===== src/hdl/i2c_cfg_map.svh =====
// Register offsets, field positions, reset values and timing counts of the serial bus configuration block.
// Assumes a byte-wide register port and a CPU clock with six clocks to one machine cycle.
//
// Overview of operation
// - Slave enable turns slave behaviour on
// - Both enables zero disables the whole interface once the master is idle
// - Reset and time-out clear slave enable
// - Master request waits for stop, then starts
// - Run bit counts; zero clears and stops the high bits
// - Transmit bit reaches SDA only while SCL low
// - Every SCL rising edge while enabled sets data ready
// - SCL low stretched while data ready pending
// - Master keeps minimum SCL high and low
// - Timer reloads eight minus count per transition
// - Time-out period follows min-time select
// - Time-out after 1023, 1022, 1021, 1020 cycles
// - Run bit zero: low three bits only
// - Run bit one: counts in frames, edges reload
`ifndef I2C_CFG_MAP_SVH
`define I2C_CFG_MAP_SVH

`define CFG_ADDR 8'hc8
`define CTRL_ADDR 8'hd8
`define DATA_ADDR 8'hd9
`define CFG_RESET 8'h00

`define CFG_SLAVE_EN_BIT 7
`define CFG_MASTER_REQ_BIT 6
`define CFG_TIMER_CLEAR_BIT 5
`define CFG_TIMER_RUN_BIT 4
`define CFG_SEL_HI_BIT 1
`define CFG_SEL_LO_BIT 0

`define CTRL_CLEAR_READY_BIT 5
`define CTRL_CLEAR_XMIT_BIT 1
`define CTRL_SEND_STOP_BIT 0
`define DATA_BIT 7

`define MACHINE_CLOCKS 3'h6
`define MIN_MET_COUNT 4'h8
`define MIN_COUNT_SEL2 3'h7
`define MIN_COUNT_SEL1 3'h6
`define MIN_COUNT_SEL0 3'h5
`define MIN_COUNT_SEL3 3'h4
`define TIMER_WIDTH 10

`endif


===== src/hdl/i2c_cfg_pkg.sv =====
// Types shared by the serial bus configuration block.
// Assumes nothing of its surroundings.
package i2c_cfg_pkg;
	typedef enum logic [2:0] {m_idle, m_start, m_low, m_high, m_stop} master_state_t;
	typedef logic [7:0] reg_byte_t;
endpackage


===== src/hdl/bus_timer.sv =====
// Bus timer: minimum-time measurement and hang time-out.
// Assumes one tick per machine cycle and reload on every bus transition.
`timescale 1ns/100ps
`default_nettype none
`include "i2c_cfg_map.svh"
module bus_timer #(
	parameter int WIDTH = `TIMER_WIDTH
) (
	// Clock and reset
	input wire logic clk,
	input wire logic reset,
	// Control
	input wire logic tick,
	input wire logic clear,
	input wire logic reload,
	input wire logic [2:0] reload_value,
	input wire logic run_high,
	input wire logic frame,
	// Results
	output logic min_met,
	output logic timeout
);
	logic [WIDTH-1:0] count_reg;
	logic min_met_reg;
	logic timeout_reg;
	logic full_run;

	assign full_run = run_high && frame;

	////////////////////////////////////////////////////////////////////////////
	always_ff @(posedge clk) begin
		if (reset || clear) begin
			count_reg <= '0;
		end else if (reload) begin
			count_reg <= WIDTH'(reload_value);
		end else if (tick) begin
			if (full_run) begin
				count_reg <= count_reg + WIDTH'(1);
			end else begin
				count_reg <= {{(WIDTH-3){1'b0}}, count_reg[2:0] + 3'h1};
			end
		end
	end

	// Carry out of the low three bits is the count of eight
	always_ff @(posedge clk) begin
		if (reset || clear || reload) begin
			min_met_reg <= 1'b0;
		end else if (tick && count_reg[2:0] == 3'h7) begin
			min_met_reg <= 1'b1;
		end
	end

	// Full wrap from the reload value gives 1016 plus the min count
	always_ff @(posedge clk) begin
		if (reset) begin
			timeout_reg <= 1'b0;
		end else begin
			timeout_reg <= tick && full_run && !reload && !clear && (&count_reg);
		end
	end

	assign min_met = min_met_reg;
	assign timeout = timeout_reg;
endmodule // bus_timer
`default_nettype wire


===== src/hdl/i2c_config_and_bus_timer.sv =====
// Serial bus configuration register, bus timer and bit-level bus driving.
// Assumes a byte-wide register port with read data one cycle after the strobe,
// and open-drain SCL and SDA resolved outside.
`timescale 1ns/100ps
`default_nettype none
`include "i2c_cfg_map.svh"
module i2c_config_and_bus_timer
	import i2c_cfg_pkg::*;
(
	// Clock and reset
	input wire logic clk,
	input wire logic reset,
	// Register port
	input wire logic [7:0] addr,
	input wire logic [7:0] wdata,
	input wire logic wr,
	input wire logic rd,
	output logic [7:0] rdata,
	// Clock line of the bus
	input wire logic scl_in,
	output logic scl_out,
	output logic scl_oe,
	// Data line of the bus
	input wire logic sda_in,
	output logic sda_out,
	output logic sda_oe,
	// Status to the CPU core
	output logic attention
);
	localparam reg_byte_t CFG_RESET_VALUE = `CFG_RESET;

	////////////////////////////////////////////////////////////////////////////
	function automatic logic hit(input logic [7:0] a, input logic [7:0] offset);
		hit = (a == offset);
	endfunction

	function automatic logic [2:0] min_time_count(input logic [1:0] sel);
		case (sel)
			2'b10: min_time_count = `MIN_COUNT_SEL2;
			2'b01: min_time_count = `MIN_COUNT_SEL1;
			2'b00: min_time_count = `MIN_COUNT_SEL0;
			default: min_time_count = `MIN_COUNT_SEL3;
		endcase
	endfunction

	////////////////////////////////////////////////////////////////////////////
	logic slave_en_reg, master_req_reg, timer_run_reg, overflow_reg, busy_reg;
	logic [1:0] min_sel_reg;
	logic bit_data_ready_reg, bit_data_ready_next, attention_reg, rx_bit_reg, tx_bit_reg, tx_active_reg, tx_applied_reg;
	logic stop_pending_reg, scl_d_reg, sda_d_reg, scl_oe_reg, sda_oe_reg, scl_out_reg, sda_out_reg;
	logic [7:0] rdata_reg;
	logic [2:0] mc_count_reg;
	master_state_t state_reg, state_next;

	logic [1:0] pins_s;
	logic [2:0] reload_value;
	logic scl_s, sda_s, scl_rise, scl_fall, start_seen, stop_seen, enabled, master_active, mc_tick;
	logic timer_clear, timer_reload, min_met, timeout, cfg_wr, ctrl_wr, data_wr, data_rd;
	logic bit_data_ready_set, bit_data_ready_clr, stop_done;

	////////////////////////////////////////////////////////////////////////////
	// Register decode
	assign cfg_wr = wr && hit(addr, `CFG_ADDR);
	assign ctrl_wr = wr && hit(addr, `CTRL_ADDR);
	assign data_wr = wr && hit(addr, `DATA_ADDR);
	assign data_rd = rd && hit(addr, `DATA_ADDR);

	// Reserved bits two and three are neither stored nor acted on
	always_ff @(posedge clk) begin
		if (reset) begin
			slave_en_reg <= CFG_RESET_VALUE[`CFG_SLAVE_EN_BIT];
			master_req_reg <= CFG_RESET_VALUE[`CFG_MASTER_REQ_BIT];
			timer_run_reg <= CFG_RESET_VALUE[`CFG_TIMER_RUN_BIT];
			min_sel_reg <= CFG_RESET_VALUE[`CFG_SEL_HI_BIT:`CFG_SEL_LO_BIT];
		end else begin
			if (cfg_wr) begin
				slave_en_reg <= wdata[`CFG_SLAVE_EN_BIT];
				master_req_reg <= wdata[`CFG_MASTER_REQ_BIT];
				timer_run_reg <= wdata[`CFG_TIMER_RUN_BIT];
				min_sel_reg <= wdata[`CFG_SEL_HI_BIT:`CFG_SEL_LO_BIT];
			end
			if (timeout) begin
				slave_en_reg <= 1'b0;
			end
		end
	end

	// Time-out wins over a clear in the same cycle
	always_ff @(posedge clk) begin
		if (reset) begin
			overflow_reg <= 1'b0;
		end else if (timeout) begin
			overflow_reg <= 1'b1;
		end else if (cfg_wr && wdata[`CFG_TIMER_CLEAR_BIT]) begin
			overflow_reg <= 1'b0;
		end
	end

	assign master_active = (state_reg != m_idle);
	assign enabled = slave_en_reg || master_req_reg || master_active;

	////////////////////////////////////////////////////////////////////////////
	// Bus pins and conditions
	pin_sync #(
		.WIDTH(2)
	) u_pin_sync (
		.clk(clk),
		.reset(reset),
		.async_in({sda_in, scl_in}),
		.sync_out(pins_s)
	);

	assign scl_s = pins_s[0];
	assign sda_s = pins_s[1];

	always_ff @(posedge clk) begin
		if (reset) begin
			scl_d_reg <= 1'b1;
			sda_d_reg <= 1'b1;
		end else begin
			scl_d_reg <= scl_s;
			sda_d_reg <= sda_s;
		end
	end

	assign scl_rise = scl_s && !scl_d_reg;
	assign scl_fall = !scl_s && scl_d_reg;
	assign start_seen = scl_s && scl_d_reg && sda_d_reg && !sda_s;
	assign stop_seen = scl_s && scl_d_reg && !sda_d_reg && sda_s;

	always_ff @(posedge clk) begin
		if (reset || !enabled || timeout) begin
			busy_reg <= 1'b0;
		end else if (start_seen) begin
			busy_reg <= 1'b1;
		end else if (stop_seen) begin
			busy_reg <= 1'b0;
		end
	end

	////////////////////////////////////////////////////////////////////////////
	// Machine cycle and bus timer
	always_ff @(posedge clk) begin
		if (reset || !enabled) begin
			mc_count_reg <= 3'h0;
		end else if (mc_count_reg == `MACHINE_CLOCKS - 3'h1) begin
			mc_count_reg <= 3'h0;
		end else begin
			mc_count_reg <= mc_count_reg + 3'h1;
		end
	end

	assign mc_tick = enabled && (mc_count_reg == `MACHINE_CLOCKS - 3'h1);
	assign reload_value = 3'(`MIN_MET_COUNT - {1'b0, min_time_count(min_sel_reg)});
	assign timer_clear = !enabled || (cfg_wr && !wdata[`CFG_TIMER_RUN_BIT]);
	assign timer_reload = enabled && (scl_rise || scl_fall || start_seen || stop_seen);

	// Software slower than the time-out is treated as a hung bus
	bus_timer #(
		.WIDTH(`TIMER_WIDTH)
	) u_bus_timer (
		.clk(clk),
		.reset(reset),
		.tick(mc_tick),
		.clear(timer_clear),
		.reload(timer_reload),
		.reload_value(reload_value),
		.run_high(timer_run_reg),
		.frame(busy_reg),
		.min_met(min_met),
		.timeout(timeout)
	);

	////////////////////////////////////////////////////////////////////////////
	// Master sequencing
	assign stop_done = (state_reg == m_stop) && (state_next == m_idle);

	always_comb begin
		state_next = state_reg;
		case (state_reg)
			m_idle: begin
				if (master_req_reg && !busy_reg && min_met && scl_s && sda_s) begin
					state_next = m_start;
				end
			end
			m_start: begin
				if (!sda_s && !sda_d_reg && min_met) begin
					state_next = m_low;
				end
			end
			m_low: begin
				if (!scl_s && !scl_d_reg && min_met && !bit_data_ready_reg) begin
					state_next = m_high;
				end
			end
			m_high: begin
				if (scl_s && scl_d_reg && min_met) begin
					state_next = stop_pending_reg ? m_stop : m_low;
				end
			end
			m_stop: begin
				if (sda_s && sda_d_reg) begin
					state_next = m_idle;
				end
			end
			default: begin
				state_next = m_idle;
			end
		endcase
		if (timeout) begin
			state_next = m_idle;
		end
	end

	always_ff @(posedge clk) begin
		if (reset) begin
			state_reg <= m_idle;
		end else begin
			state_reg <= state_next;
		end
	end

	always_ff @(posedge clk) begin
		if (reset || timeout || stop_done) begin
			stop_pending_reg <= 1'b0;
		end else if (ctrl_wr && wdata[`CTRL_SEND_STOP_BIT]) begin
			stop_pending_reg <= 1'b1;
		end
	end

	////////////////////////////////////////////////////////////////////////////
	// Data ready, attention and received bit
	assign bit_data_ready_set = enabled && (scl_rise || (state_reg == m_start && state_next == m_low));
	assign bit_data_ready_clr = data_wr || data_rd || (ctrl_wr && wdata[`CTRL_CLEAR_READY_BIT]);
	assign bit_data_ready_next = enabled && (bit_data_ready_set || (bit_data_ready_reg && !bit_data_ready_clr));

	always_ff @(posedge clk) begin
		if (reset) begin
			bit_data_ready_reg <= 1'b0;
			attention_reg <= 1'b0;
		end else begin
			bit_data_ready_reg <= bit_data_ready_next;
			attention_reg <= bit_data_ready_next;
		end
	end

	always_ff @(posedge clk) begin
		if (reset) begin
			rx_bit_reg <= 1'b0;
		end else if (scl_rise) begin
			rx_bit_reg <= sda_s;
		end
	end

	////////////////////////////////////////////////////////////////////////////
	// Transmit bit
	always_ff @(posedge clk) begin
		if (reset) begin
			tx_bit_reg <= 1'b1;
		end else if (ctrl_wr && wdata[`CTRL_SEND_STOP_BIT]) begin
			tx_bit_reg <= 1'b0;
		end else if (data_wr) begin
			tx_bit_reg <= wdata[`DATA_BIT];
		end
	end

	always_ff @(posedge clk) begin
		if (reset || !enabled || timeout || stop_done) begin
			tx_active_reg <= 1'b0;
		end else if (data_wr || (ctrl_wr && wdata[`CTRL_SEND_STOP_BIT])) begin
			tx_active_reg <= 1'b1;
		end else if (data_rd || (ctrl_wr && wdata[`CTRL_CLEAR_XMIT_BIT])) begin
			tx_active_reg <= 1'b0;
		end
	end

	// An early write is held until SCL is low; only a release may pass while high
	always_ff @(posedge clk) begin
		if (reset) begin
			tx_applied_reg <= 1'b0;
		end else if (!scl_s) begin
			tx_applied_reg <= tx_active_reg && !tx_bit_reg;
		end else if (!tx_active_reg) begin
			tx_applied_reg <= 1'b0;
		end
	end

	////////////////////////////////////////////////////////////////////////////
	// Pin drive
	always_ff @(posedge clk) begin
		if (reset) begin
			scl_oe_reg <= 1'b0;
			sda_oe_reg <= 1'b0;
			scl_out_reg <= 1'b0;
			sda_out_reg <= 1'b0;
		end else begin
			scl_oe_reg <= enabled && (state_next == m_low || (!scl_s && bit_data_ready_next));
			// Start holds SDA low until SCL is seen low, so the release cannot look like a stop
			sda_oe_reg <= enabled && (state_next == m_start || (state_reg == m_start && state_next == m_low)
				|| (state_reg == m_low && scl_s && sda_oe_reg) || (state_next != m_stop && tx_applied_reg));
			scl_out_reg <= 1'b0;
			sda_out_reg <= 1'b0;
		end
	end

	////////////////////////////////////////////////////////////////////////////
	// Read data stands only in the cycle after the strobe
	always_ff @(posedge clk) begin
		if (reset || !rd) begin
			rdata_reg <= 8'h00;
		end else begin
			case (addr)
				`CFG_ADDR: rdata_reg <= {slave_en_reg, master_req_reg, 1'b0, timer_run_reg, 2'h0, min_sel_reg};
				`CTRL_ADDR: rdata_reg <= {rx_bit_reg, attention_reg, bit_data_ready_reg, master_active,
					overflow_reg, busy_reg, stop_pending_reg, tx_active_reg};
				`DATA_ADDR: rdata_reg <= {rx_bit_reg, 7'h00};
				default: rdata_reg <= 8'h00;
			endcase
		end
	end

	assign rdata = rdata_reg;
	assign scl_out = scl_out_reg;
	assign scl_oe = scl_oe_reg;
	assign sda_out = sda_out_reg;
	assign sda_oe = sda_oe_reg;
	assign attention = attention_reg;
endmodule // i2c_config_and_bus_timer
`default_nettype wire


===== src/hdl/pin_sync.sv =====
// Two-flop synchroniser for the bus pins.
// Assumes pulled-up lines, so reset shows them high.
`timescale 1ns/100ps
`default_nettype none
module pin_sync #(
	parameter int WIDTH = 2
) (
	// Clock and reset
	input wire logic clk,
	input wire logic reset,
	// Pins and their synchronised copies
	input wire logic [WIDTH-1:0] async_in,
	output logic [WIDTH-1:0] sync_out
);
	logic [WIDTH-1:0] stage1_reg;
	logic [WIDTH-1:0] stage2_reg;

	always_ff @(posedge clk) begin
		if (reset) begin
			stage1_reg <= '1;
			stage2_reg <= '1;
		end else begin
			stage1_reg <= async_in;
			stage2_reg <= stage1_reg;
		end
	end

	assign sync_out = stage2_reg;
endmodule // pin_sync
`default_nettype wire


===== config.mk =====
export PLATFORM = sky130hd
export DESIGN_NAME = i2c_config_and_bus_timer
export DESIGN_NICKNAME = d
export VERILOG_FILES = /design/src/hdl/i2c_cfg_pkg.sv /design/src/hdl/bus_timer.sv /design/src/hdl/i2c_config_and_bus_timer.sv /design/src/hdl/pin_sync.sv
export VERILOG_INCLUDE_DIRS = /design/src /design/src/hdl
export SDC_FILE = /design/constraint.sdc
export NUM_CORES = 1
export LEC_CHECK = 0
export ABC_AREA = 1
export ABC_CLOCK_PERIOD_IN_PS = 2000
export BUFFER_PORTS_ARGS = -buffer_cell sky130_fd_sc_hd__buf_2
export CAP_MARGIN = 20
export CORE_AREA = 4 4 102 104
export DETAILED_ROUTE_END_ITERATION = 7
export DIE_AREA = 0 0 106 108
export PLACE_DENSITY = 0.44
export SYNTH_ARGS = -nofsm -noshare
export SYNTH_HDL_FRONTEND = slang
export SYNTH_SLANG_ARGS = --single-unit

===== constraint.sdc =====
create_clock -name clk -period 2 [get_ports clk]
set_clock_uncertainty 0.05 [all_clocks]
set_input_delay 0 -clock clk [delete_from_list [all_inputs] [get_ports clk]]
set_output_delay 0 -clock clk [all_outputs]
set_load 0.03 [all_outputs]

[Word-level counts from Yosys, hierarchy flattened]
Index checks and enable logic that the tools add are counted.
Operators by class
  $add $sub $neg: 4
  eq/ne operators: 15
  multiplexer cells: 23
  reductions and logical operators: 97
Operators with widths (number)
  logical AND 1 bit: 47
  two-way mux 3 bit: 9
  == test 8 bit, second input constant: 3
  logical OR 1 bit: 24
  one-hot mux 8 bit (3 select lines): 1
  one-hot mux 3 bit (5 select lines): 1
  logical NOT 1 bit: 13
  adder 10 x 1 -> 10 bit, second input constant: 1
  two-way mux 1 bit: 10
  two-way mux 10 bit: 1
  AND reduction 10 bit: 1
  nonzero test 2 bit: 5
  == test 3 x 2 -> 1 bit, second input constant: 3
  == test 3 bit, second input constant: 3
  adder 3 x 1 -> 3 bit, second input constant: 2
  == test 3 x 1 -> 1 bit, second input constant: 2
  logical NOT 3 bit: 2
  one-hot mux 2 bit (3 select lines): 1
  OR reduction 2 bit: 3
  inequality test 3 bit, second input constant: 1
  nonzero test 3 bit: 1
  subtractor 1 x 3 -> 3 bit, first input constant: 1
  == test 2 x 1 -> 1 bit, second input constant: 1
  == test 2 bit, second input constant: 1
  other kinds (2): 2
Storage, ports and cells
  flip-flop bits (word level): 47
  output and inout bits: 13
  logic and storage cells: 164

[Depth between registers and ports, before layout]
  depth after elaboration: 17
  gate-level depth with buffers: 12
  gate-level depth less buffers: 12

[Hierarchy]
Synthesis repeated with hierarchy kept, for this count alone.
Unflattened totals
  cell total of the unflattened synthesis: 321
  area total of the unflattened synthesis: 2366.0 sq um
Modules (own cells, without submodules)
  i2c_config_and_bus_timer: times used 1, cells an instance 215, area an instance 1579.0 sq um, seq. area each 620.6 sq um
  bus_timer: times used 1, cells an instance 93, area an instance 670.6 sq um, seq. area each 240.2 sq um
  pin_sync: times used 1, cells an instance 13, area an instance 116.4 sq um, seq. area each 80.1 sq um

[Least setup slack after synthesis]
Ideal clock, no wire load.
  kind: register to register
  start point: register u_pin_sync.stage2_reg[0], in the netlist u_pin_sync.sync_out[0]
  end point: register u_bus_timer.count_reg[2]
  library setup time: 0.117 ns
  arrival time: 1.277 ns
  required time: 1.833 ns
  path slack: 0.556 ns
  stages on the path, launching flop included: 9
  period minus slack after synthesis: 1.444 ns
  cell sequence: dfxtp_1 inv_1 ha_1 nor2_1 nand2_1 nand2_2 nand2_1 o22ai_1 nor2_1
Between the ends
  longest elaborated chain between the ends: 7
  elaborated cells on any way between the ends: 14
  classes of those cells: 1 x mux; 13 x reduce/logical
Ends and longest elaborated chain
  start: declaration: RTL line pin_sync.sv:16  | logic [WIDTH-1:0] stage2_reg;
  start signal: assignment: RTL line pin_sync.sv:24  | stage2_reg <= stage1_reg;
  logical NOT 1 bit / logical AND 1 bit (equally long branches): RTL line i2c_config_and_bus_timer.sv:127, i2c_config_and_bus_timer.sv:128, i2c_config_and_bus_timer.sv:129
  logical AND 1 bit (on tied branches): RTL line i2c_config_and_bus_timer.sv:127, i2c_config_and_bus_timer.sv:128
  logical OR 1 bit / logical AND 1 bit (equally long branches): RTL line i2c_config_and_bus_timer.sv:156, i2c_config_and_bus_timer.sv:128
  logical OR 1 bit: RTL line i2c_config_and_bus_timer.sv:156  | assign timer_reload = enabled && (scl_rise || scl_fall || start_seen || stop_seen);
  logical OR 1 bit *: RTL line i2c_config_and_bus_timer.sv:156
  logical AND 1 bit *: RTL line i2c_config_and_bus_timer.sv:156
  two-way mux 3 bit / nonzero test 2 bit (equally long branches)
  end signal: assignment: RTL line bus_timer.sv:35  | count_reg <= WIDTH'(reload_value);
  end signal: assignment: RTL line bus_timer.sv:38  | count_reg <= count_reg + WIDTH'(1);
  end signal: assignment: RTL line bus_timer.sv:40  | count_reg <= {{(WIDTH-3){1'b0}}, count_reg[2:0] + 3'h1};
  end: declaration: RTL line bus_timer.sv:23  | logic [WIDTH-1:0] count_reg;
Every way passes the cells marked *; elsewhere a longest branch is shown, timed or not.
A chain may end at the register's enable or synchronous reset.

[Final worst setup path]
Ends and elaborated chain as after synthesis.

==> impl_metrics.toml <==
[timing]
hold_viol = 0
fmax_mhz = 593.1
final_max_slew_viol_count = 0
fin_ws_ps = 314.0
rsz0062_at_grt = "false"
fin_hold_ws_ps = 3.420
fin_crit_sh_pct = 84.30
post-route-min-period_ps = 1686
setup_viol = 0
fin_tns_setup_ps = 0

[critical_path]
cpPeakStageDelay_ps = 390
ff2ff_path_depth = 8
cp_slowest_cell = "dfxtp_1"
regToRegSetupSlack_ps = 310
rr_endpoint = "u_bus_timer.count_reg[2]"
worstReg2RegStart = "u_pin_sync.sync_out[0]"
arrival_ps = 1840
cp_max_fo = 8
cp-start-kind = "register"
worstSetupEndpointType = "register"
cp.required_ps = 2150
critPathKind = "register to register"
crit_chain = "inv_1, ha_1, nor2_1, nand2_1, nand2_2, nand2_1, o22ai_1, nor2_1"

[die]
start_util_pct = 24.28
die_area_um2 = 11450
die_h_um = 108
core.rowCount = 36
ios = 35
die_width_um = 106
core_um2 = 9549

[pwr]
p_total_mw = 1.785
power_leakage_nw = 1.263
peakVddDrop_mv = 0.2250
p_per_area_nw_per_um2 = 628.2

[route]
num_vias = 2047
first_pass_iters = 4
vias_per_cell = 4.119
antenna_left = 0
wl_um = 5522
wire_per_inst_um = 11.11
remaining_drc_errors = 0
drtIter0Drc = 82

[grt]
antenna_found_initial = 0
gr-total-overflow = 0
grt_max_degree = 16
track_usage_pct = 10.20
grt_pass1_wl_um = 9342
first_global_vias = 2034

[clock_network]
cts_resized = 0
cts_setup_buffers = 0
cts_tree = "done"
path_clk_slew_ps = 100
clk_path_buf_depth = 2
clkSinkCount = 47
htree_levels = 2
hold_buffers = 10
clkLatencyLatePin_ps = 310
cts_inserted_buffers = 5
cts_root_buf = "clkbuf_8"

[final_layout]
largest_reg_flops = 10
fillers = 1078
drive_gt1_share_pct = 16.48
multi_input_area_um2 = 1171
regArea_um2 = 940.9
final-instance-count-excl-fill = 497
antenna_cells = 0
fin_area_um2 = 2841
postLayoutCoreUtil_pct = 29.76
area_growth_pct = 22.56
layout.nets = 396

[placement]
placed_area_um2 = 2620
port_buffers = 30
placed_cells = 479
gp_congestion = 0.7999
dp_slack_ps = 334.7
dp_hpwl_um = 4280

[synthesis]
synth.distinct_cells = 30
yosysWarnings = 0
synth.yosys.seq_area_share_pct = 40.58
syn_inst = 318
synth.avg_cell_area_um2 = 7.291
synth_area_um2 = 2318
synth-seq-cells = 47

[worst_hold_path]
min_path_cells = 4
hold-path-endpoint = "rdata[3]"
hp-start = "addr[0]"
hold_class = "input port to register"

[status]
status = "complete, no violations"

[flow_run]
maxCapViolations = 0
-- how the worst max path moves through the flow --
stage | startpoint | endpoint | slack [ps]
after CTS | u_pin_sync.sync_out[0] | u_bus_timer.count_reg[2] | 310
after detailed placement | u_pin_sync.sync_out[0] | u_bus_timer.count_reg[2] | 330
after global placement | u_pin_sync.sync_out[0] | u_bus_timer.count_reg[2] | 350
final | u_pin_sync.sync_out[0] | u_bus_timer.count_reg[2] | 310
after global routing | u_pin_sync.sync_out[0] | u_bus_timer.count_reg[2] | 200
after floorplan | u_pin_sync.sync_out[0] | u_bus_timer.count_reg[2] | 560
-- per-layer routing --
layer	GRT usage (%)	vias to the layer above	routed length, um
li1	-	1103	-
met1	13.54	902	2740
met2	16.62	34	2496
met3	1.970	8	187
met4	3.608	0	97
met5	0	-	0
-- critical path: cells and delay by family (launching register included) --
| family | cells | cell delay, ps |
|---|---|---|
| flip-flops | 1 | 390 |
| buffers and inverters | 1 | 150 |
| adder cells (fa/ha/maj) | 1 | 300 |
| AND/OR/NAND/NOR | 5 | 530 |
| AO/OA/AOI/OAI | 1 | 150 |
-- power breakdown --
| part | internal (mW) | total [mW] | switching, mW |
|---|---|---|---|
| combinational | 0.0368 | 0.0847 | 0.0479 |
| sequential | 0.941 | 0.944 | 0.00347 |
| clock | 0.412 | 0.756 | 0.344 |
-- logic make-up after synthesis --
group	synth area share, %
DFF	40.58
other	0.1617
xor gates and xnor gates	0.7557
adders and majority gates	5.936
AOI/OAI and AO/OA	11.77
buffers and inverters	9.066
and+or+nand+nor	31.73
-- synth_stat cells --
library cell	instances	area share, %
nor3_1	8	1.7
clkbuf_1	1	0.16
nor2_1	40	6.5
nand3_1	21	4.5
dfxtp_1	47	41
a21oi_1	22	4.7
xnor2_1	1	0.38
nand2_2	2	0.54
nor3_2	3	1.3
conb_1	1	0.16
inv_1	48	7.8
a21oi_4	1	0.70
nand3b_1	3	0.97
o211ai_1	5	1.6
inv_2	3	0.49
o21ai_0	11	2.4
nand2_1	64	10
nand3_4	1	0.76
nor2_4	3	1.5
ha_1	11	5.9
a31oi_1	1	0.27
nor2_2	2	0.54
xor2_1	1	0.38
nand2_4	3	1.5
o22ai_1	4	1.1
o21bai_1	2	0.65
buf_4	2	0.65
a22oi_1	1	0.32
or2_2	4	1.1
nand4_1	2	0.54
-- layout by cell type, fill, tap and decap left out, types with 2 or more instances in the layout --
| cell | instances |
|---|---|
| nand2_4 | 3 |
| o21bai_1 | 2 |
| nand3_1 | 21 |
| clkbuf_8 | 6 |
| a21oi_1 | 22 |
| nand2_1 | 64 |
| o211ai_1 | 5 |
| inv_1 | 48 |
| nor3_2 | 3 |
| or2_2 | 4 |
| conb_1 | 2 |
| inv_2 | 3 |
| ha_1 | 11 |
| nor2_1 | 40 |
| nor3_1 | 8 |
| nor2_2 | 2 |
| nand2_2 | 2 |
| o22ai_1 | 4 |
| dfxtp_1 | 47 |
| o21ai_0 | 11 |
| nor2_4 | 3 |
| nand4_1 | 2 |
| buf_2 | 30 |
| dlygate4sd3_1 | 10 |
| nand3b_1 | 3 |
-- final cells by class --
cell class / count / area share [%]
clock inverter: 2 / 1.365
tap: 133 / 5.856
clock buffer: 6 / 2.906
sequential: 47 / 33.11
timing repair buffer: 40 / 8.807
inverter: 51 / 6.737
multi-input combinational: 218 / 41.22
Power figures use the tool's default switching activity.
